<file path="config.mk">
export PLATFORM = sky130hd
export DESIGN_NAME = serial_flash_command_frontend
export DESIGN_NICKNAME = d
export VERILOG_FILES = /design/src/include/sfc_pkg.sv /design/src/core/serial_flash_command_frontend.sv
export SDC_FILE = /design/constraint.sdc
export NUM_CORES = 1
export LEC_CHECK = 0
export BUFFER_PORTS_ARGS = -buffer_cell sky130_fd_sc_hd__clkbuf_2
export CAP_MARGIN = 40
export CORE_ASPECT_RATIO = 0.75
export CORE_MARGIN = 5
export CORE_UTILIZATION = 60
export CTS_CLUSTER_SIZE = 28
export DETAILED_ROUTE_END_ITERATION = 8
export GPL_ROUTABILITY_DRIVEN = 1
export GPL_TIMING_DRIVEN = 0
export PLACE_DENSITY = 0.79
export SLEW_MARGIN = 20
export SYNTH_ARGS = -nofsm -noshare
export SYNTH_HDL_FRONTEND = slang
export SYNTH_HIERARCHICAL = 1
export SYNTH_SLANG_ARGS = --single-unit
</file>
<file path="constraint.sdc">
create_clock -name sys_clk_i -period 6.3 [get_ports sys_clk_i]
set_input_delay 1.26 -clock sys_clk_i [delete_from_list [all_inputs] [get_ports sys_clk_i]]
set_output_delay 1.26 -clock sys_clk_i [all_outputs]
set_load 0.02 [all_outputs]
</file>
<file path="src/include/sfc_pkg.sv">
// Constants and types for the serial flash command front end
package sfc_pkg;
   // ==========================================
   // Opcodes
   localparam logic [7:0] OP_WREN   = 8'h06;
   localparam logic [7:0] OP_WRDI   = 8'h04;
   localparam logic [7:0] OP_VWREN  = 8'h50;
   localparam logic [7:0] OP_RDSR1  = 8'h05;
   localparam logic [7:0] OP_RDSR2  = 8'h35;
   localparam logic [7:0] OP_RDSR3  = 8'h15;
   localparam logic [7:0] OP_WRSR1  = 8'h01;
   localparam logic [7:0] OP_WRSR2  = 8'h31;
   localparam logic [7:0] OP_WRSR3  = 8'h11;
   localparam logic [7:0] OP_RDEXT  = 8'hC8;
   localparam logic [7:0] OP_WREXT  = 8'hC5;
   localparam logic [7:0] OP_WRTPE  = 8'h56;
   localparam logic [7:0] OP_WRPAT  = 8'h4A;
   localparam logic [7:0] OP_EN4B   = 8'hB7;
   localparam logic [7:0] OP_EX4B   = 8'hE9;
   localparam logic [7:0] OP_READ   = 8'h03;
   localparam logic [7:0] OP_FREAD  = 8'h0B;
   localparam logic [7:0] OP_READ4  = 8'h13;
   localparam logic [7:0] OP_FREAD4 = 8'h0C;
   localparam logic [7:0] OP_DTR    = 8'hED;
   localparam logic [7:0] OP_DTR4   = 8'hEE;
   localparam logic [7:0] OP_PP     = 8'h02;
   localparam logic [7:0] OP_PP4    = 8'h12;
   localparam logic [7:0] OP_SE     = 8'h20;
   localparam logic [7:0] OP_SE4    = 8'h21;
   localparam logic [7:0] OP_BE32   = 8'h52;
   localparam logic [7:0] OP_BE32_4 = 8'h5C;
   localparam logic [7:0] OP_BE64   = 8'hD8;
   localparam logic [7:0] OP_BE64_4 = 8'hDC;
   localparam logic [7:0] OP_CE1    = 8'hC7;
   localparam logic [7:0] OP_CE2    = 8'h60;
   localparam logic [7:0] OP_RSTEN  = 8'h66;
   localparam logic [7:0] OP_RST    = 8'h99;

   // ==========================================
   // Register fields and reset values
   localparam int          EXT_UAB  = 0;
   localparam int          EXT_TPE  = 3;
   localparam logic [7:0]  EXT_MASK = 8'h09;
   localparam logic [7:0]  EXT_RST  = 8'h00;
   localparam logic [7:0]  PAT_RST  = 8'h34;
   localparam int          ST_WEL   = 1;
   localparam int          ST_ADS   = 16;
   localparam int          ST_ADP   = 20;
   localparam logic [23:0] ST_WMASK = 24'hF27AFC;
   localparam logic [23:0] ST_RST   = 24'h000000;

   // ==========================================
   // Link timing in serial clocks or clock edges, and FIFO size
   localparam logic [5:0] OPC_BITS     = 6'h08;
   localparam logic [5:0] DUMMY_CLKS   = 6'h08;
   localparam logic [5:0] DTR_DUM_EDGE = 6'h10;
   localparam logic [5:0] PAT_EDGES    = 6'h08;
   localparam int         FIFO_W       = 8;
   localparam int         FIFO_D       = 4;

   typedef enum logic [2:0] {
      PH_OPC   = 3'h0,
      PH_ADDR  = 3'h1,
      PH_DUMMY = 3'h3,
      PH_DOUT  = 3'h2,
      PH_DIN   = 3'h6,
      PH_IGN   = 3'h7
   } phase_t;

   typedef enum logic [2:0] {
      K_READ = 3'h0,
      K_PROG = 3'h1,
      K_SE   = 3'h2,
      K_BE32 = 3'h3,
      K_BE64 = 3'h4,
      K_CE   = 3'h5
   } kind_t;

   typedef struct packed {
      kind_t       kind;
      logic [31:0] addr;
   } array_cmd_t;

   typedef struct packed {
      logic [2:0] nab;
      logic       rd;
      logic       dum;
      logic       dtr;
      logic       din;
      logic       dout;
      logic       wr;
      kind_t      kind;
   } dec_t;
endpackage : sfc_pkg

</file>
<file path="src/core/serial_flash_command_frontend.sv">
// Serial flash command front end with its read-data FIFO
`timescale 1ns/1ps
// How it works
// - Upper bit 0 maps 3-byte addresses low
// - Upper bit 1 maps 3-byte addresses high
// - 4-byte mode needs four bytes, ignores bit
// - Four-byte address rewrites stored upper bit
// - Extension register: upper bit, pattern enable
// - C5H writes upper bit, 56H writes enable
// - Enabled pattern on four lines, last DTR dummies
// - Disabled pattern leaves lines undriven
// - 4AH stores a new volatile pattern byte
// - Power cycle restores default pattern
// - MSB first, sampled on rising clock, DTR address on both edges
// - Output data until select rises
// - Write commands need whole bytes
// - Partial program byte: nothing, latch kept
// - Mode commands prepend extension bits
// - Dedicated 4-byte commands ignore extension
// - Decode 06H, 04H, 50H in both modes
// - Status reads repeat their selected byte
// - Status writes 01H, 31H, 11H accepted
// - B7H enters, E9H exits 4-byte mode
// - 13H, 12H, 21H take four address bytes
// - 20H, 52H, D8H take three in 3-byte mode
// - 4-byte mode reads take four; 0BH dummy
// - Address width status shows current mode
// - Resets clear the extension register
// - C8H shifts register out on falling edges

// ==========================================
// Read-data FIFO
module sfc_fifo #(
   parameter int W = 8,
   parameter int D = 4
) (
   input  wire logic         clk_i,
   input  wire logic         rst_n_i,
   input  wire logic         flush_i,
   input  wire logic [W-1:0] in_data_i,
   input  wire logic         in_valid_i,
   output logic              in_ready_o,
   output logic [W-1:0]      out_data_o,
   output logic              out_valid_o,
   input  wire logic         out_ready_i
);
   localparam int AW = $clog2(D);
   localparam logic [AW:0] DEPTH = (AW+1)'(D);
   logic [W-1:0] mem_r [D];
   logic [AW:0]  wp_r;
   logic [AW:0]  rp_r;

   assign in_ready_o  = (wp_r - rp_r) != DEPTH;
   assign out_valid_o = wp_r != rp_r;
   assign out_data_o  = mem_r[rp_r[AW-1:0]];

   always_ff @(posedge clk_i or negedge rst_n_i) begin
      if (!rst_n_i) begin
         wp_r <= '0;
         rp_r <= '0;
      end else if (flush_i) begin
         wp_r <= '0;
         rp_r <= '0;
      end else begin
         if (in_valid_i && in_ready_o) wp_r <= wp_r + 1'b1;
         if (out_valid_o && out_ready_i) rp_r <= rp_r + 1'b1;
      end
   end

   always_ff @(posedge clk_i) begin
      if (in_valid_i && in_ready_o && !flush_i) mem_r[wp_r[AW-1:0]] <= in_data_i;
   end
endmodule : sfc_fifo

// ==========================================
// Command front end
module serial_flash_command_frontend (
   input  wire logic         sys_clk_i,
   input  wire logic         rst_b_i,
   input  wire logic         sclk_i,
   input  wire logic         cs_b_i,
   input  wire logic [3:0]   io_i,
   output logic [3:0]        io_o,
   output logic [3:0]        io_oe_o,
   input  wire logic         power_up_addr4_i,
   input  wire logic [7:0]   rd_data_i,
   input  wire logic         rd_valid_i,
   output logic              rd_ready_o,
   output sfc_pkg::array_cmd_t cmd_o,
   output logic              cmd_valid_o,
   output logic [7:0]        prog_data_o,
   output logic              prog_valid_o
);
   import sfc_pkg::*;

   function automatic dec_t decode(input logic [7:0] op, input logic address_width_status);
      dec_t d;
      d = '0;
      case (op)
         OP_READ, OP_FREAD, OP_PP, OP_SE, OP_BE32, OP_BE64, OP_DTR:
            d.nab = address_width_status ? 3'h4 : 3'h3;
         OP_READ4, OP_FREAD4, OP_DTR4, OP_PP4, OP_SE4, OP_BE32_4, OP_BE64_4:
            d.nab = 3'h4;
         default: d.nab = 3'h0;
      endcase
      case (op)
         OP_READ, OP_READ4: d.rd = 1'b1;
         OP_FREAD, OP_FREAD4: begin
            d.rd  = 1'b1;
            d.dum = 1'b1;
         end
         OP_DTR, OP_DTR4: begin
            d.rd  = 1'b1;
            d.dum = 1'b1;
            d.dtr = 1'b1;
         end
         OP_PP, OP_PP4: begin
            d.din  = 1'b1;
            d.wr   = 1'b1;
            d.kind = K_PROG;
         end
         OP_SE, OP_SE4: begin
            d.wr   = 1'b1;
            d.kind = K_SE;
         end
         OP_BE32, OP_BE32_4: begin
            d.wr   = 1'b1;
            d.kind = K_BE32;
         end
         OP_BE64, OP_BE64_4: begin
            d.wr   = 1'b1;
            d.kind = K_BE64;
         end
         OP_CE1, OP_CE2: begin
            d.wr   = 1'b1;
            d.kind = K_CE;
         end
         OP_RDSR1, OP_RDSR2, OP_RDSR3, OP_RDEXT: d.dout = 1'b1;
         OP_WRSR1, OP_WRSR2, OP_WRSR3, OP_WREXT, OP_WRTPE, OP_WRPAT: d.din = 1'b1;
         default: d.kind = K_READ;
      endcase
      return d;
   endfunction : decode

   function automatic logic [7:0] merge(input logic [7:0] o, input logic [7:0] n,
                                        input logic [7:0] m);
      return (o & ~m) | (n & m);
   endfunction : merge

   // ==========================================
   // Reset release and pin synchronisers
   logic [1:0]  rst_s_r;
   logic        rst_n;
   logic [2:0]  sclk_s_r;
   logic [2:0]  cs_s_r;
   logic [3:0]  io_s1_r;
   logic [3:0]  io_s2_r;
   logic [1:0]  strap_s_r;
   logic [1:0]  init_r;

   assign rst_n = rst_s_r[1];

   always_ff @(posedge sys_clk_i or negedge rst_b_i) begin
      if (!rst_b_i) rst_s_r <= 2'h0;
      else rst_s_r <= {rst_s_r[0], 1'b1};
   end

   // Third stage only remembers the previous level for edge detection
   always_ff @(posedge sys_clk_i or negedge rst_n) begin
      if (!rst_n) begin
         sclk_s_r  <= 3'h0;
         cs_s_r    <= 3'h7;
         io_s1_r   <= 4'h0;
         io_s2_r   <= 4'h0;
         strap_s_r <= 2'h0;
         init_r    <= 2'h0;
      end else begin
         sclk_s_r  <= {sclk_s_r[1:0], sclk_i};
         cs_s_r    <= {cs_s_r[1:0], cs_b_i};
         io_s1_r   <= io_i;
         io_s2_r   <= io_s1_r;
         strap_s_r <= {strap_s_r[0], power_up_addr4_i};
         if (init_r != 2'h3) init_r <= init_r + 2'h1;
      end
   end

   // ==========================================
   // Frame sequencing
   logic        active;
   logic        rise_a;
   logic        fall_a;
   logic        edge_a;
   logic        cs_rise;
   phase_t      phase_r;
   dec_t        dec_r;
   dec_t        dec_nxt;
   logic [7:0]  op_r;
   logic [31:0] sh_r;
   logic [31:0] sh_nxt;
   logic [5:0]  cnt_r;
   logic [2:0]  bcnt_r;
   logic        samp;
   logic        opc_done;
   logic        addr_done;
   logic        din_byte;
   logic        ads_r;
   logic [7:0]  ext_r;

   assign active   = !cs_s_r[1];
   assign cs_rise  = cs_s_r[1] && !cs_s_r[2];
   assign rise_a   = active && sclk_s_r[1] && !sclk_s_r[2];
   assign fall_a   = active && !sclk_s_r[1] && sclk_s_r[2];
   assign edge_a   = rise_a || fall_a;
   assign samp     = (phase_r == PH_ADDR && dec_r.dtr) ? edge_a : rise_a;
   assign sh_nxt   = (phase_r == PH_ADDR && dec_r.dtr) ? {sh_r[27:0], io_s2_r}
                                                       : {sh_r[30:0], io_s2_r[0]};
   assign opc_done  = phase_r == PH_OPC && samp && cnt_r == 6'h01;
   assign addr_done = phase_r == PH_ADDR && samp && cnt_r == 6'h01;
   assign din_byte  = phase_r == PH_DIN && rise_a && bcnt_r == 3'h7;
   assign dec_nxt   = decode(sh_nxt[7:0], ads_r);

   always_ff @(posedge sys_clk_i or negedge rst_n) begin
      if (!rst_n) begin
         phase_r <= PH_OPC;
         cnt_r   <= OPC_BITS;
         bcnt_r  <= 3'h0;
         sh_r    <= 32'h0;
         op_r    <= 8'h00;
         dec_r   <= '0;
      end else if (!active) begin
         phase_r <= PH_OPC;
         cnt_r   <= OPC_BITS;
         bcnt_r  <= 3'h0;
      end else begin
         if (rise_a) bcnt_r <= bcnt_r + 3'h1;
         if (samp) sh_r <= sh_nxt;
         case (phase_r)
            PH_OPC: begin
               if (samp) cnt_r <= cnt_r - 6'h01;
               if (opc_done) begin
                  op_r  <= sh_nxt[7:0];
                  dec_r <= dec_nxt;
                  if (dec_nxt.nab != 3'h0) begin
                     phase_r <= PH_ADDR;
                     cnt_r   <= dec_nxt.dtr ? {2'h0, dec_nxt.nab, 1'b0}
                                            : {dec_nxt.nab, 3'h0};
                  end else if (dec_nxt.dout) phase_r <= PH_DOUT;
                  else if (dec_nxt.din) phase_r <= PH_DIN;
                  else phase_r <= PH_IGN;
               end
            end
            PH_ADDR: begin
               if (samp) cnt_r <= cnt_r - 6'h01;
               if (addr_done) begin
                  if (dec_r.dum) begin
                     phase_r <= PH_DUMMY;
                     cnt_r   <= dec_r.dtr ? DTR_DUM_EDGE : DUMMY_CLKS;
                  end else if (dec_r.rd) phase_r <= PH_DOUT;
                  else if (dec_r.din) phase_r <= PH_DIN;
                  else phase_r <= PH_IGN;
               end
            end
            PH_DUMMY: begin
               if (dec_r.dtr ? edge_a : rise_a) begin
                  cnt_r <= cnt_r - 6'h01;
                  if (cnt_r == 6'h01) phase_r <= PH_DOUT;
               end
            end
            PH_DOUT, PH_DIN, PH_IGN: phase_r <= phase_r;
            default: phase_r <= PH_IGN;
         endcase
      end
   end

   // ==========================================
   // Volatile state and commit at frame end
   logic        ok8;
   logic        wel_r;
   logic        vwen_r;
   logic        rsten_r;
   logic [7:0]  pat_r;
   logic [23:0] status_r;
   logic [23:0] st_view;
   logic [1:0]  din_cnt_r;
   logic [7:0]  sr0_r;
   logic [7:0]  sr1_r;
   logic        sw_ok;

   assign ok8   = bcnt_r == 3'h0;
   assign sw_ok = ok8 && (wel_r || vwen_r) && din_cnt_r != 2'h0 && phase_r == PH_DIN;

   always_comb begin
      st_view         = status_r;
      st_view[ST_WEL] = wel_r;
      st_view[ST_ADS] = ads_r;
   end

   always_ff @(posedge sys_clk_i or negedge rst_n) begin
      if (!rst_n) begin
         din_cnt_r <= 2'h0;
         sr0_r     <= 8'h00;
         sr1_r     <= 8'h00;
      end else if (!active) din_cnt_r <= 2'h0;
      else if (din_byte) begin
         if (din_cnt_r == 2'h0) sr0_r <= sh_nxt[7:0];
         if (din_cnt_r == 2'h1) sr1_r <= sh_nxt[7:0];
         if (din_cnt_r != 2'h3) din_cnt_r <= din_cnt_r + 2'h1;
      end
   end

   always_ff @(posedge sys_clk_i or negedge rst_n) begin
      if (!rst_n) begin
         ext_r    <= EXT_RST;
         pat_r    <= PAT_RST;
         wel_r    <= 1'b0;
         vwen_r   <= 1'b0;
         rsten_r  <= 1'b0;
         ads_r    <= 1'b0;
         status_r <= ST_RST;
      end else begin
         if (init_r == 2'h2) begin
            ads_r            <= strap_s_r[1];
            status_r[ST_ADP] <= strap_s_r[1];
         end
         if (opc_done && sh_nxt[7:0] == OP_EN4B) ads_r <= 1'b1;
         if (opc_done && sh_nxt[7:0] == OP_EX4B) ads_r <= 1'b0;
         if (addr_done && dec_r.nab == 3'h4) ext_r[EXT_UAB] <= sh_nxt[24];
         if (din_byte && op_r == OP_WREXT) ext_r[EXT_UAB] <= sh_nxt[0];
         if (din_byte && op_r == OP_WRTPE) ext_r[EXT_TPE] <= sh_nxt[3];
         if (din_byte && op_r == OP_WRPAT) pat_r <= sh_nxt[7:0];
         if (cs_rise && phase_r != PH_OPC) begin
            vwen_r  <= ok8 && op_r == OP_VWREN;
            rsten_r <= ok8 && op_r == OP_RSTEN;
            if (ok8 && op_r == OP_WREN) wel_r <= 1'b1;
            if (ok8 && op_r == OP_WRDI) wel_r <= 1'b0;
            if (ok8 && dec_r.wr && wel_r && phase_r != PH_ADDR &&
                (!dec_r.din || din_cnt_r != 2'h0)) wel_r <= 1'b0;
            if (ok8 && op_r == OP_RST && rsten_r) begin
               ext_r <= EXT_RST;
               ads_r <= status_r[ST_ADP];
            end
            if (sw_ok) begin
               if (op_r == OP_WRSR1 || op_r == OP_WRSR2 || op_r == OP_WRSR3) wel_r <= 1'b0;
               if (op_r == OP_WRSR1)
                  status_r[7:0] <= merge(status_r[7:0], sr0_r, ST_WMASK[7:0]);
               if (op_r == OP_WRSR1 && din_cnt_r >= 2'h2)
                  status_r[15:8] <= merge(status_r[15:8], sr1_r, ST_WMASK[15:8]);
               if (op_r == OP_WRSR2)
                  status_r[15:8] <= merge(status_r[15:8], sr0_r, ST_WMASK[15:8]);
               if (op_r == OP_WRSR3)
                  status_r[23:16] <= merge(status_r[23:16], sr0_r, ST_WMASK[23:16]);
            end
         end
      end
   end

   // ==========================================
   // Array requests
   logic [31:0] ea;

   // Three-byte addresses take only the upper bit, reserved bits stay out
   assign ea = (dec_r.nab == 3'h4) ? sh_nxt
                                   : {7'h00, ext_r[EXT_UAB], sh_nxt[23:0]};

   always_ff @(posedge sys_clk_i or negedge rst_n) begin
      if (!rst_n) begin
         cmd_o        <= '0;
         cmd_valid_o  <= 1'b0;
         prog_data_o  <= 8'h00;
         prog_valid_o <= 1'b0;
      end else begin
         cmd_valid_o  <= 1'b0;
         prog_valid_o <= din_byte && dec_r.kind == K_PROG && dec_r.wr;
         if (din_byte) prog_data_o <= sh_nxt[7:0];
         if (addr_done) cmd_o.addr <= ea;
         if (addr_done && dec_r.rd) begin
            cmd_o.kind  <= K_READ;
            cmd_valid_o <= 1'b1;
         end
         if (cs_rise && phase_r != PH_OPC && ok8 && dec_r.wr && wel_r &&
             phase_r != PH_ADDR && (!dec_r.din || din_cnt_r != 2'h0)) begin
            cmd_o.kind  <= dec_r.kind;
            cmd_valid_o <= 1'b1;
         end
      end
   end

   // ==========================================
   // Output shifter
   logic [7:0] src;
   logic [7:0] obyte_r;
   logic [2:0] oidx_r;
   logic       nib_r;
   logic       fetch;
   logic       fifo_v;
   logic [7:0] fifo_d;
   logic       pat_bit;
   logic       in_pat;

   assign fetch   = phase_r == PH_DOUT && (dec_r.dtr ? (edge_a && !nib_r)
                                                     : (fall_a && oidx_r == 3'h0));
   assign pat_bit = pat_r[cnt_r[2:0] - 3'h1];
   assign in_pat  = phase_r == PH_DUMMY && dec_r.dtr && edge_a && cnt_r <= PAT_EDGES;

   always_comb begin
      case (op_r)
         OP_RDSR1: src = st_view[7:0];
         OP_RDSR2: src = st_view[15:8];
         OP_RDSR3: src = st_view[23:16];
         OP_RDEXT: src = ext_r & EXT_MASK;
         default:  src = fifo_v ? fifo_d : 8'hFF;
      endcase
   end

   sfc_fifo #(
      .W(FIFO_W),
      .D(FIFO_D)
   ) u_fifo (
      .clk_i      (sys_clk_i),
      .rst_n_i    (rst_n),
      .flush_i    (!active),
      .in_data_i  (rd_data_i),
      .in_valid_i (rd_valid_i),
      .in_ready_o (rd_ready_o),
      .out_data_o (fifo_d),
      .out_valid_o(fifo_v),
      .out_ready_i(fetch && dec_r.rd)
   );

   always_ff @(posedge sys_clk_i or negedge rst_n) begin
      if (!rst_n) begin
         io_o    <= 4'h0;
         io_oe_o <= 4'h0;
         obyte_r <= 8'h00;
         oidx_r  <= 3'h0;
         nib_r   <= 1'b0;
      end else if (!active) begin
         io_oe_o <= 4'h0;
         oidx_r  <= 3'h0;
         nib_r   <= 1'b0;
      end else if (in_pat) begin
         io_o    <= {4{pat_bit}};
         io_oe_o <= ext_r[EXT_TPE] ? 4'hF : 4'h0;
      end else if (phase_r == PH_DOUT && dec_r.dtr && edge_a) begin
         nib_r   <= !nib_r;
         io_oe_o <= 4'hF;
         if (!nib_r) begin
            io_o    <= src[7:4];
            obyte_r <= {src[3:0], 4'h0};
         end else io_o <= obyte_r[7:4];
      end else if (phase_r == PH_DOUT && fall_a) begin
         oidx_r  <= oidx_r + 3'h1;
         io_oe_o <= 4'h2;
         if (oidx_r == 3'h0) begin
            io_o[1] <= src[7];
            obyte_r <= {src[6:0], 1'b0};
         end else begin
            io_o[1] <= obyte_r[7];
            obyte_r <= {obyte_r[6:0], 1'b0};
         end
      end
   end
endmodule : serial_flash_command_frontend

</file>
==> out/qor.tcl, run 1 <==
set qor(holdPathEnd) {rst_s_r[1]}
set qor(period_share_pct) 55.7
set qor(antenna_found_initial) 0
set qor(insertedDiodeCount) 0
set qor(setup-violations-final) 0
set qor(remaining_drc_errors) 0
set qor(finalHoldViolations) 0
set qor(cellPowerDensity_nw_per_um2) 274
set qor(post_synth.cell_area_avg_um2) 10.2
set qor(synth-seq-cells) 225
set qor(crit_required_ps) 5040
set qor(layout_min_cycle_time_ps) 3510
set qor(num_vias) 9275
set qor(critical_path_class) {reg -> out}
set qor(clk_path_buf_depth) 3
set qor(yosys_most_used_dff) {dfrtp_1}
set qor(place_hpwl_um) 21000
set qor(maxClockFrequency_ghz) 0.285
set qor(tritoncts.num_buffers) 23
set qor(grt_start_max_net_pins) 56
set qor(die_w_um) 169
set qor(floorplan_core_area_um2) 18500
set qor(finalClockSkew_ps) 9.53
set qor(grt_first_pass_wirelength_um) 47700
set qor(slew_headroom_pct) 36.4
set qor(floorplan.die_area_um2) 21700
set qor(postCtsSetupBuffers) 0
set qor(setup_tns_ps) 0
set qor(boundaryPins) 72
set qor(chipHeight_um) 129
set qor(clock_tree_from_tritoncts) {done}
set qor(filler_cell_count) 1465
set qor(start_point_of_the_worst_min_delay_path) {rst_s_r[0]}
set qor(reg2reg_setup_slack_ps) 2970
set qor(nNetsFinal) 1255
set qor(row_count) 43
set qor(insertion_delay_ps) 500
set qor(tightestPinTransition_ps) 936
set qor(count_of_distinct_cell_types_in_the_synthesized_netlist) 85
set qor(reg2reg_path_depth) 8
set qor(path_clk_slew_ps) 60
set qor(grt_remaining_overflow) 0
set qor(number_of_synthesized_flops_with_an_enable_pin) 32
set qor(fraction_of_final_layout_cells_with_drive_strength_greater_than_1_pct) 15.9
set qor(io_buffer_count) 71
set qor(first_iter_violations) 1169
set qor(finalInstanceArea_um2) 12800
set qor(status) {complete, no violations}
set qor(worst_setup_path_start_kind) {register}
set qor(reg2reg_to) {cnt_r[2]}
set qor(critPathArrivalTime_ps) 2250
set qor(ctsResizeCount) 0
set qor(h-tree-depth) 1
set qor(fraction_of_registers_with_async_set_or_reset_after_synthesis_pct) 85.8
set qor(rsz0062_at_grt) {false}
set qor(drt-pass1-iter-count) 9
set qor(vias_in_the_first_global_route) 8774
set qor(route.antenna.remaining_nets) 0
set qor(maxSlewViolCount) 0
set qor(worst-path-max-fanout) 10
set qor(timing.hold.worst_path_depth) 0
set qor(avgRoutedWirePerCell_um) 19.8
set qor(starting_density_of_the_core_pct) 61.1
set qor(vdd_drop_max_mv) 0.178
set qor(synth_fp_nets) 1151
set qor(final_wirelength_um) 29300
set qor(synth_area_um2) 11300
set qor(synth_cells) 1112
set qor(ctsRootBufferMaster) {clkbuf_16}
set qor(route.detailed.vias_per_inst) 6.28
set qor(worstReg2RegStart) {phase_r[1]}
set qor(seq_area_frac_synth_pct) 51.2
set qor(grt_use_total_pct) 27.2
set qor(min_path_type) {reg -> reg}
set qor(finished_core_util_pct) 69.3
set qor(gp_routability_congestion) 0.967
set qor(placement.cell_area_um2) 12100
set qor(cellLeakagePower_uw) 0.00558
set qor(clk_sinks) 225
set qor(yosysWarningCount) 6
set qor(drv_cap) 0
set qor(hold_buffers) 0
set qor(layout_overhead_on_the_synthesized_area_pct) 13.3
set qor(cp-end-kind) {output port}
## cell type report
type                       instances  area (um2)  area share, %
tap                              247         309           2.41
sequential                       225        5800           45.3
buffer                            77         334           2.61
clock inverter                     5        31.3          0.244
multi-input combinational        781        5090           39.7
clock buffer                      35         681           5.31
timing repair buffer              79         463           3.61
inverter                          29         109          0.849
## cell usage in the layout, fill, tap and decap left out, types with 28 or more instances in the layout
cell type  synthesis  layout
edfxtp_1          32      32
a21oi_1           40      40
o21ai_0          116     116
nand2_1          166     166
inv_1             28      28
nor2_1            73      73
dfrtp_1          186     185
mux2i_1           50      48
clkbuf_2           0      72
clkbuf_1          49      55
## per-layer routing
layer	up-vias	share of wire (%)	GRT usage (%)
met5	-	0	0
met4	0	2.1	5.77
met3	58	10	6.57
met2	470	42	38.5
met1	4559	46	42.9
li1	4188	-	-
## synthesized netlist by cell type (all sizes together), types with 4 or more instances
master	n	area share [%]
nor3	17	0.75
nor2	73	2.4
nand2b	17	0.94
a211oi	8	0.53
or4	10	0.73
inv	28	0.93
nor2b	23	1.3
nand3	22	0.97
a31oi	9	0.55
a21oi	40	1.8
and2	10	0.55
a22o	5	0.39
dfstp	7	1.6
o41ai	4	0.31
nor3b	7	0.51
mux2i	52	4.7
mux4	11	2.2
dfrtp	186	41
and3	6	0.33
o31ai	13	0.86
a21o	5	0.33
xnor2	11	0.98
xor2	4	0.31
clkbuf	49	1.6
edfxtp	32	8.5
or3	9	0.50
mux2	27	2.7
o211ai	9	0.60
o21ai	118	5.2
nand2	166	5.5
a222oi	5	0.44
buf	28	1.3
ha	21	2.3
nor4b	6	0.52
nor4	8	0.44
nand4	5	0.28
## power breakdown
part / internal, uW / total [uW] / leakage (uW) / switching (uW)
clock network: 742 / 1290 / 0.000350 / 546
registers: 1550 / 1610 / 0.00287 / 61.9
logic: 215 / 610 / 0.00236 / 396
## worst max path at each step
stage / start / endpoint / slack, ps / cells past startpoint
after floorplan: rst_s_r[1] / ads_r / 540 / 0
final: u_fifo/rp_r[1] / rd_ready_o / 2790 / 7
after global routing: u_fifo/rp_r[1] / rd_ready_o / 2620 / 7
after detailed placement: phase_r[1] / cnt_r[2] / 3110 / 8
after CTS: u_fifo/rp_r[1] / rd_ready_o / 2760 / 7
after global placement: rst_s_r[1] / io_o[3] / -1530 / 0
## sequential cells by signal (all words and copies together) (netlist names), 7 cells and up
register,cells
cmd_o,35
sh_r,31
u_fifo/mem_r,32
status_r,16
sr0_r,7
dec_r,10
obyte_r,7
op_r,8
pat_r,8
prog_data_o,8
## critical path: stages, from the launching register on
cell and delay [ps]:
dfrtp_1 350, clkbuf_1 490, inv_1 100, ha_1 200, nor2b_1 180, xnor2_2 170, nand3_1 100, clkbuf_2 160
## metrics by stage
stage | instances | total power, uW | setup WS [ps] | hold WS (ps)
after floorplan | 1112 | 2030 | 536 | 331
after global placement | 1430 | 2200 | -1530 | 332
after detailed placement | 1437 | 2220 | 3110 | 336
after CTS | 1477 | 3500 | 2760 | 350
after global routing | 1478 | 3650 | 2620 | 361
final | 1478 | 3510 | 2790 | 348
## cells by family after synthesis
family,after synthesis,share of synthesized area (%)
AND/OR/NAND/NOR,400,17.6
AO/OA/AOI/OAI,254,14.0
flip-flops,225,51.2
buffers and inverters,106,3.91
multiplexers,90,9.58
adder cells (fa/ha/maj),21,2.32
XOR/XNOR,15,1.29
other,1,0.0331
Note: power is estimated with default switching activity, not from simulation.
==> run 2: changes to the inputs <==
ABC_AREA = 1   (was unset)
CORE_UTILIZATION = 55   (was 60)
PLACE_DENSITY = 0.76   (was 0.79)
clock period = 2.95 ns   (was 6.3 ns; I/O delays follow)
==> run 2 against run 1 <==
Synthesized cell count up 16%. Critical path depth up 3. Routed wire length up 1.5%. Hold slack worse by 180 ps. Core utilization down 4.5 points. Combinational power rose to 3.3 times the previous value. Sequential power up 120%. Via count up 1.1%. Global-route usage down 1.8 points. Critical endpoint is now cmd_o[24]. Largest power group unchanged.
==> out/qor.tcl, run 2 <==
set qor(cell_internal_power_uw) 5750 ;# +130%
set qor(yosysWarningCount) 6 ;# unchanged
set qor(grt_use_total_pct) 25.5 ;# -1.8 points
set qor(first_iter_violations) 1014 ;# -13%
set qor(status) {complete, no violations}
set qor(synth.top_cell.area_share_pct) 42.3 ;# +1.2 points
set qor(p_sw_uw) 2870 ;# +190%
set qor(dpl.cell_count) 1615 ;# +12%
set qor(leading_cell_type_in_the_layout_fill_and_taps_excluded) {nand2_1}
set qor(worst-path-max-fanout) 10 ;# unchanged
set qor(use_met2_pct) 35.1 ;# -3.4 points
set qor(starting_density_of_the_core_pct) 56.5 ;# -4.7 points
set qor(tritoncts.num_buffers) 22 ;# -4.3%
set qor(setup_tns_ps) 0 ;# unchanged
set qor(row_count) 44 ;# +2.3%
set qor(route.antenna.remaining_nets) 0 ;# unchanged
set qor(rsz0062_at_grt) {false}
set qor(power.switching_fraction_pct) 33.3 ;# +4.7 points
set qor(critPathArrivalTime_ps) 3190 ;# +940 ps
set qor(grt_remaining_overflow) 0 ;# unchanged
set qor(share_seq_of_total_power_pct) 41.5 ;# -4.4 points
set qor(boundaryPins) 72 ;# unchanged
set qor(grt.busiest_layer) {met1}
set qor(grt_start_max_net_pins) 55 ;# -1.8%
set qor(route.detailed.vias_per_inst) 5.66 ;# -9.8%
set qor(met3_usage_pct) 6.39 ;# -0.18 points
set qor(stdcell_count) 1658 ;# +12%
set qor(insertion_delay_ps) 530 ;# +30 ps
set qor(antenna_found_initial) 0 ;# unchanged
set qor(slew_headroom_pct) 44.2 ;# +7.9 points
set qor(fraction_of_final_layout_cells_with_drive_strength_greater_than_1_pct) 15.4 ;# -0.55 points
set qor(h-tree-depth) 1 ;# unchanged
set qor(chipHeight_um) 133 ;# +2.8%
set qor(setup-violations-final) 0 ;# unchanged
set qor(gp_routability_congestion) 0.974 ;# +0.68%
set qor(ctsRootBufferMaster) {clkbuf_16}
set qor(nNetsFinal) 1428 ;# +14%
set qor(synth_area_leader_cell) {dfrtp_1}
set qor(critical_path_class) {reg -> reg}
set qor(period_share_pct) 95.7
set qor(tightestPinTransition_ps) 833 ;# -103 ps
set qor(cellLeakagePower_uw) 0.00587 ;# +5.2%
set qor(clk_path_buf_depth) 3 ;# unchanged
set qor(cp-end-kind) {register}
set qor(layout_overhead_on_the_synthesized_area_pct) 14.6
set qor(floorplan_core_area_um2) 19500 ;# +5.3%
set qor(maxSlewViolCount) 0 ;# unchanged
set qor(maxClockFrequency_ghz) 0.354
set qor(synth_fp_nets) 1327 ;# +15%
set qor(clk_sinks) 225 ;# unchanged
set qor(num_vias) 9381 ;# +1.1%
set qor(insertedDiodeCount) 0 ;# unchanged
set qor(largest_register_ffs) 35 ;# unchanged
set qor(largest_register) {cmd_o}
set qor(vias_in_the_first_global_route) 8742 ;# -0.36%
set qor(synth_cells) 1288 ;# +16%
set qor(layout_min_cycle_time_ps) 2820
set qor(most_frequent_cell_after_synthesis) {nand2_1}
set qor(combined_area_of_the_multi_input_logic_cells_um2) 4470 ;# -12%
set qor(combPwrFrac_pct) 23.4 ;# +6.0 points
set qor(drv_cap) 0 ;# unchanged
set qor(yosys-top-cells-count) {nand2_1, o21ai_0, dfrtp_1}
set qor(io_buffer_count) 71 ;# unchanged
set qor(vdd_drop_max_mv) 0.426 ;# +140%
set qor(min_path_type) {in -> reg}
set qor(place_hpwl_um) 21800 ;# +3.8%
set qor(layout_common_cells) {nand2_1, o21ai_0, dfrtp_1, inv_1, nor2_1}
set qor(die_w_um) 173 ;# +2.8%
set qor(number_of_synthesized_flops_with_an_enable_pin) 32 ;# unchanged
set qor(floorplan.die_area_um2) 23000 ;# +5.7%
set qor(final_wirelength_um) 29700 ;# +1.5%
set qor(synth-seq-cells) 225 ;# unchanged
set qor(filler_cell_count) 1644 ;# +12%
set qor(remaining_drc_errors) 0 ;# unchanged
set qor(grt_first_pass_wirelength_um) 47500 ;# -0.29%
set qor(finalClockSkew_ps) 32.5 ;# +23.0 ps
set qor(avgRoutedWirePerCell_um) 17.9 ;# -9.6%
set qor(finalInstanceArea_um2) 12600 ;# -1.6%
set qor(drt-pass1-iter-count) 5 ;# -4
set qor(path_clk_slew_ps) 60 ;# about the same
set qor(post_synth.cell_area_avg_um2) 8.54 ;# -16%
set qor(total_area_of_sequential_cells_um2) 5800 ;# about the same
set qor(crit_required_ps) 3320 ;# -1720 ps
set qor(power.share.clock_pct) 35.1 ;# -1.6 points
set qor(ys_top_cells_by_area) {dfrtp_1, nand2_1, edfxtp_1}
set qor(worst_setup_path_start_kind) {register}
set qor(finalHoldViolations) 0 ;# unchanged
set qor(fraction_of_registers_with_async_set_or_reset_after_synthesis_pct) 85.8 ;# unchanged
set qor(cellPowerDensity_nw_per_um2) 684 ;# +150%
set qor(clock_tree_from_tritoncts) {done}
set qor(yosys_most_used_dff) {dfrtp_1}
set qor(grtUsageMet1_pct) 40.8 ;# -2.1 points
set qor(placement.cell_area_um2) 11800 ;# -2.8%
set qor(seq_area_frac_synth_pct) 52.7 ;# +1.4 points
set qor(count_of_distinct_cell_types_in_the_synthesized_netlist) 53 ;# -38%
set qor(synth_area_um2) 11000 ;# -2.7%
[run 2: changes by cell type after synthesis, sizes merged, moves of 13 or more]
cell    before  now
buf         28   15
clkbuf      49   24
inv         28  153
mux2        27    0
mux2i       52    3
nand2      166  349
nand2b      17    0
nand3       22   60
nand4        5   21
nor2        73  101
nor2b       23    0
o21ai      118  201
[run 2: path summary, 6_finish.rpt]
kind	from	endpoint	slack [ps]	cells past startpoint
min reg2reg	rst_s_r[1]	cmd_o[12]	350	0
max reg2reg	phase_r[1]	cmd_o[24]	130	10
min in group asynchronous	rst_s_r[1]	cmd_o[12]	350	0
max in group asynchronous	rst_s_r[1]	cnt_r[3]	1540	2
min	io_i[3]	io_s1_r[3]	160	1
max	phase_r[1]	cmd_o[24]	130	10
[run 2: logic make-up (layout without fill, tap and decap cells)]
logic type	Yosys count	after routing	share of synthesized area, %
compound gates	286	286	14.2
simple gates	551	551	22.9
fa+ha+maj	21	21	2.39
other cells	1	1	0.0341
xor+xnor	8	8	0.637
mux	3	3	0.273
buf+inv	193	310	6.93
flops	225	225	52.7
[run 2: worst max-delay path: stages (launching register included)]
cell and delay, ps:
dfrtp_1 480, inv_2 270, nand4_4 200, buf_6 230, o21ai_2 190, nand2_1 180
nor2_4 320, inv_2 200, clkbuf_1 360, nand2_1 130, o311ai_0 120
[run 2: power by group through the flow]
stage / Clock (uW) / Sequential [uW] / Combinational (uW)
global placement: 0 / 3650 / 1840
CTS: 3070 / 3570 / 1930
detailed placement: 0 / 3620 / 1920
floorplan: 0 / 3610 / 1310
global route: 3210 / 3600 / 2220
finish: 3030 / 3580 / 2020
[run 2: final cells by class]
| class | count | share of cell area, % |
|---|---|---|
| well taps | 253 | 2.51 |
| flip-flops and latches | 225 | 46.0 |
| multi-input cells | 870 | 35.4 |
| inverters | 154 | 4.59 |
| repair buffers | 77 | 3.71 |
| clock buffers | 31 | 5.06 |
| plain buffers | 39 | 1.47 |
| clock inverters | 9 | 1.20 |
[run 2: stage by stage]
stage               util, %  hold slack (ps)  worst slack, ps  power (uW)
floorplan                 -              294              771        4920
global placement       59.9              334              113        5490
detailed placement     60.3              337             90.0        5540
CTS                    64.4              152             60.4        8570
global route           64.7              146             23.1        9030
finish                 64.7              164              127        8620
[run 2: routing by layer]
layer / vias up / share of wire, %
met5: - / 0
met4: 0 / 1.7
met3: 48 / 8.8
met2: 347 / 41
met1: 4534 / 49
li1: 4452 / -
[run 2: what timing repair did]
item,CTS,global route
gates resized for setup,1,6
pin swaps,0,1
buffers inserted,0,1
hold buffers,1,0
endpoints found under the setup margin,1,19
hold endpoints to repair,2,0
==> run 3: changes to the inputs <==
SYNTH_HIERARCHICAL = unset   (was 1)
==> run 3 against run 2 <==
Via count decreased by 2.2%. Total power decreased by 4.1%. Combinational power decreased by 11%. Flip-flop and latch count unchanged. Hold slack improved by 1.7 ps. Critical path type unchanged.
==> out/qor.tcl, run 3 <==
set qor(largest_register) {cmd_o}
set qor(avgRoutedWirePerCell_um) 17.7 ;# -1.4%
set qor(clock_tree_from_tritoncts) {done}
set qor(tritoncts.num_buffers) 22 ;# unchanged
set qor(worstReg2RegStart) {phase_r[1]}
set qor(critPathArrivalTime_ps) 3120 ;# -70 ps
set qor(max_stage_delay_ps) 490 ;# about the same
set qor(total_area_of_sequential_cells_um2) 5800 ;# unchanged
set qor(insertion_delay_ps) 520 ;# about the same
set qor(cp-end-kind) {register}
set qor(yosysWarningCount) 0 ;# -6
set qor(vias_in_the_first_global_route) 8433 ;# -3.5%
set qor(worst-path-max-fanout) 10 ;# unchanged
set qor(drt-pass1-iter-count) 6 ;# +1
set qor(seq_area_frac_synth_pct) 53.3 ;# +0.61 points
set qor(yosys_most_used_dff) {dfrtp_1}
set qor(number_of_synthesized_flops_with_an_enable_pin) 32 ;# unchanged
set qor(vdd_drop_max_mv) 0.638 ;# +50%
set qor(io_buffer_count) 71 ;# unchanged
set qor(cp_num_buf_inv) 3 ;# -1
set qor(synth_area_um2) 10900 ;# -1.1%
set qor(largest_register_ffs) 35 ;# unchanged
set qor(chipHeight_um) 132 ;# -0.53%
set qor(maxClockFrequency_ghz) 0.365 ;# +2.9%
set qor(gp_routability_congestion) 0.982 ;# +0.88%
set qor(crit_required_ps) 3330 ;# about the same
set qor(cellPowerDensity_nw_per_um2) 666 ;# -2.7%
set qor(grt_first_pass_wirelength_um) 45400 ;# -4.5%
set qor(layout_common_cells) {nand2_1, o21ai_0, dfrtp_1, inv_1, nor2_1}
set qor(clk_sinks) 225 ;# unchanged
set qor(holdPathEnd) {cs_s_r[0]}
set qor(path_clk_slew_ps) 60 ;# about the same
set qor(setup-violations-final) 0 ;# unchanged
set qor(rsz0062_at_grt) {false}
set qor(slew_headroom_pct) 45.9 ;# +1.7 points
set qor(grt_use_total_pct) 24.7 ;# -0.70 points
set qor(reg2reg_to) {cnt_r[2]}
set qor(synth_area_leader_cell) {dfrtp_1}
set qor(floorplan.die_area_um2) 22700 ;# -1.1%
set qor(preCtsSetupSlack_ps) -315 ;# -405 ps
set qor(layout_overhead_on_the_synthesized_area_pct) 14.2
set qor(drv_cap) 0 ;# unchanged
set qor(tightestPinTransition_ps) 811 ;# -22.3 ps
set qor(path_cells) {inv_4 > nand4_4 > buf_8 > o21ai_4 > nand3_1 > nor2_1 > inv_1 > a21oi_1 > nor2_1 > o21ai_1 > o21ai_1}
set qor(count_of_distinct_cell_types_in_the_synthesized_netlist) 50 ;# -5.7%
set qor(critical-path-slowest-cell) {dfrtp_1}
set qor(wire_length_on_met3_um) 2990 ;# +14%
set qor(route.detailed.vias_per_inst) 5.70 ;# +0.74%
set qor(reg2reg_path_depth) 11 ;# +1
set qor(h-tree-depth) 1 ;# unchanged
set qor(dpl.cell_count) 1569 ;# -2.8%
set qor(route.antenna.remaining_nets) 0 ;# unchanged
set qor(fraction_of_final_layout_cells_with_drive_strength_greater_than_1_pct) 15.2 ;# -0.19 points
set qor(finalClockSkew_ps) 20.6 ;# -11.9 ps
set qor(final_wirelength_um) 28400 ;# -4.3%
set qor(first_iter_violations) 1053 ;# +3.8%
set qor(synth-seq-cells) 225 ;# unchanged
set qor(timing.hold.worst_path_depth) 1 ;# unchanged
set qor(row_count) 44 ;# unchanged
set qor(boundaryPins) 72 ;# unchanged
set qor(yosys-top-cells-count) {nand2_1, o21ai_0, dfrtp_1}
set qor(worst_setup_path_startpoint) {phase_r[1]}
set qor(start_point_of_the_worst_min_delay_path) {cs_b_i}
set qor(post_synth.cell_area_avg_um2) 8.76 ;# +2.5%
set qor(met2_wirelength_um) 11400 ;# -5.8%
set qor(top_signal_layer_used) {met4}
set qor(critical_path_class) {reg -> reg}
set qor(leading_cell_type_in_the_layout_fill_and_taps_excluded) {nand2_1}
set qor(nNetsFinal) 1380 ;# -3.4%
set qor(status) {complete, no violations}
set qor(met1_length_um) 13600 ;# -6.5%
set qor(finalHoldViolations) 0 ;# unchanged
set qor(synth_cells) 1242 ;# -3.6%
set qor(filler_cell_count) 1636 ;# -0.49%
set qor(finalInstanceArea_um2) 12400 ;# -1.5%
set qor(postCtsSetupBuffers) 0 ;# unchanged
set qor(ctsRootBufferMaster) {clkbuf_16}
set qor(layout_min_cycle_time_ps) 2740 ;# -79.6 ps
set qor(fraction_of_registers_with_async_set_or_reset_after_synthesis_pct) 85.8 ;# unchanged
set qor(worst_setup_path_start_kind) {register}
set qor(period_share_pct) 93.0 ;# -2.7 points
set qor(grt_start_max_net_pins) 59 ;# +7.3%
set qor(cellLeakagePower_uw) 0.00583 ;# -0.77%
set qor(clk_path_buf_depth) 3 ;# unchanged
set qor(insertedDiodeCount) 0 ;# unchanged
set qor(num_vias) 9177 ;# -2.2%
set qor(antenna_found_initial) 0 ;# unchanged
set qor(stdcell_count) 1610 ;# -2.9%
set qor(synth_fp_nets) 1281 ;# -3.5%
set qor(placement.cell_area_um2) 11600 ;# -1.0%
set qor(place_hpwl_um) 20800 ;# -4.7%
set qor(synth.top_cell.area_share_pct) 42.8 ;# +0.49 points
set qor(remaining_drc_errors) 0 ;# unchanged
set qor(starting_density_of_the_core_pct) 56.1 ;# -0.32 points
set qor(reg2reg_setup_slack_ps) 210 ;# +80 ps
set qor(min_path_type) {in -> reg}
set qor(ys_top_cells_by_area) {dfrtp_1, nand2_1, o21ai_0}
set qor(maxSlewViolCount) 0 ;# unchanged
set qor(finished_core_util_pct) 64.1 ;# -0.61 points
set qor(most_frequent_cell_after_synthesis) {nand2_1}
set qor(die_w_um) 172 ;# -0.54%
set qor(timing.critical_path.max_delay_family) {simple AND/OR/NAND/NOR gates}
set qor(finalPower_uw) 8270 ;# -4.1%
set qor(combined_area_of_the_multi_input_logic_cells_um2) 4410 ;# -1.3%
set qor(floorplan_core_area_um2) 19400 ;# -0.56%
set qor(grt_remaining_overflow) 0 ;# unchanged
set qor(timing.final.ws_setup_ps) 207 ;# +79.6 ps
## run 3: stage by stage
step                      setup TNS (ps)  hold WS [ps]
final                                  0           166
after global routing                   0           159
after CTS                              0           153
after detailed placement           -7870           330
after global placement             -7020           335
after floorplan                        0           294
## run 3: worst reg2reg max path, stage by stage, from the launching register on
cell	delay, ps
dfrtp_1	490
inv_4	200
nand4_4	230
buf_8	250
o21ai_4	260
nand3_1	340
nor2_1	330
inv_1	150
a21oi_1	140
nor2_1	50
o21ai_1	80
o21ai_1	90
## run 3: cell type report
| type | count | share of cell area [%] |
|---|---|---|
| Sequential cell | 225 | 46.7 |
| Multi-Input combinational cell | 844 | 35.5 |
| Clock buffer | 25 | 4.68 |
| Inverter | 133 | 4.06 |
| Timing Repair Buffer | 76 | 3.67 |
| Tap cell | 253 | 2.55 |
| Buffer | 39 | 1.46 |
| Clock inverter | 15 | 1.35 |
## run 3: power by group
part	total (uW)	internal, uW	switching [uW]
Clock	2910	1690	1220
Combinational	1790	528	1260
Sequential	3570	3360	205
## run 3: what timing repair did
action	in CTS	in global routing
setup endpoints to repair	38	31
pin swaps	0	0
hold buffers	1	0
endpoints found under the hold margin	2	0
gates resized for setup	5	6
## run 3: cell families (layout without fill, tap and decap cells)
group	after synthesis	in the layout	synth area share [%]
simple gates	514	514	21.5
compound gates	284	284	14.3
flops	225	225	53.3
buf+inv	173	288	6.29
fa+ha+maj	21	21	2.41
mux	16	16	1.47
xor+xnor	8	8	0.644
other cells	1	1	0.0345
## run 3: worst max-delay path by stage
stage / depth (start not counted) / to / slack (ps)
floorplan: 10 / u_fifo.mem_r[0][0] / 300
global placement: 10 / u_fifo.mem_r[0][4] / -280
detailed placement: 10 / u_fifo.mem_r[1][6] / -320
CTS: 6 / rd_ready_o / 110
global route: 14 / io_o[1] / 20
finish: 11 / cnt_r[2] / 210
## run 3: metal layers
layer	up-vias	track usage [%]
li1	4349	-
met1	4392	40.7
met2	394	32.2
met3	42	7.31
met4	0	4.85
met5	-	0
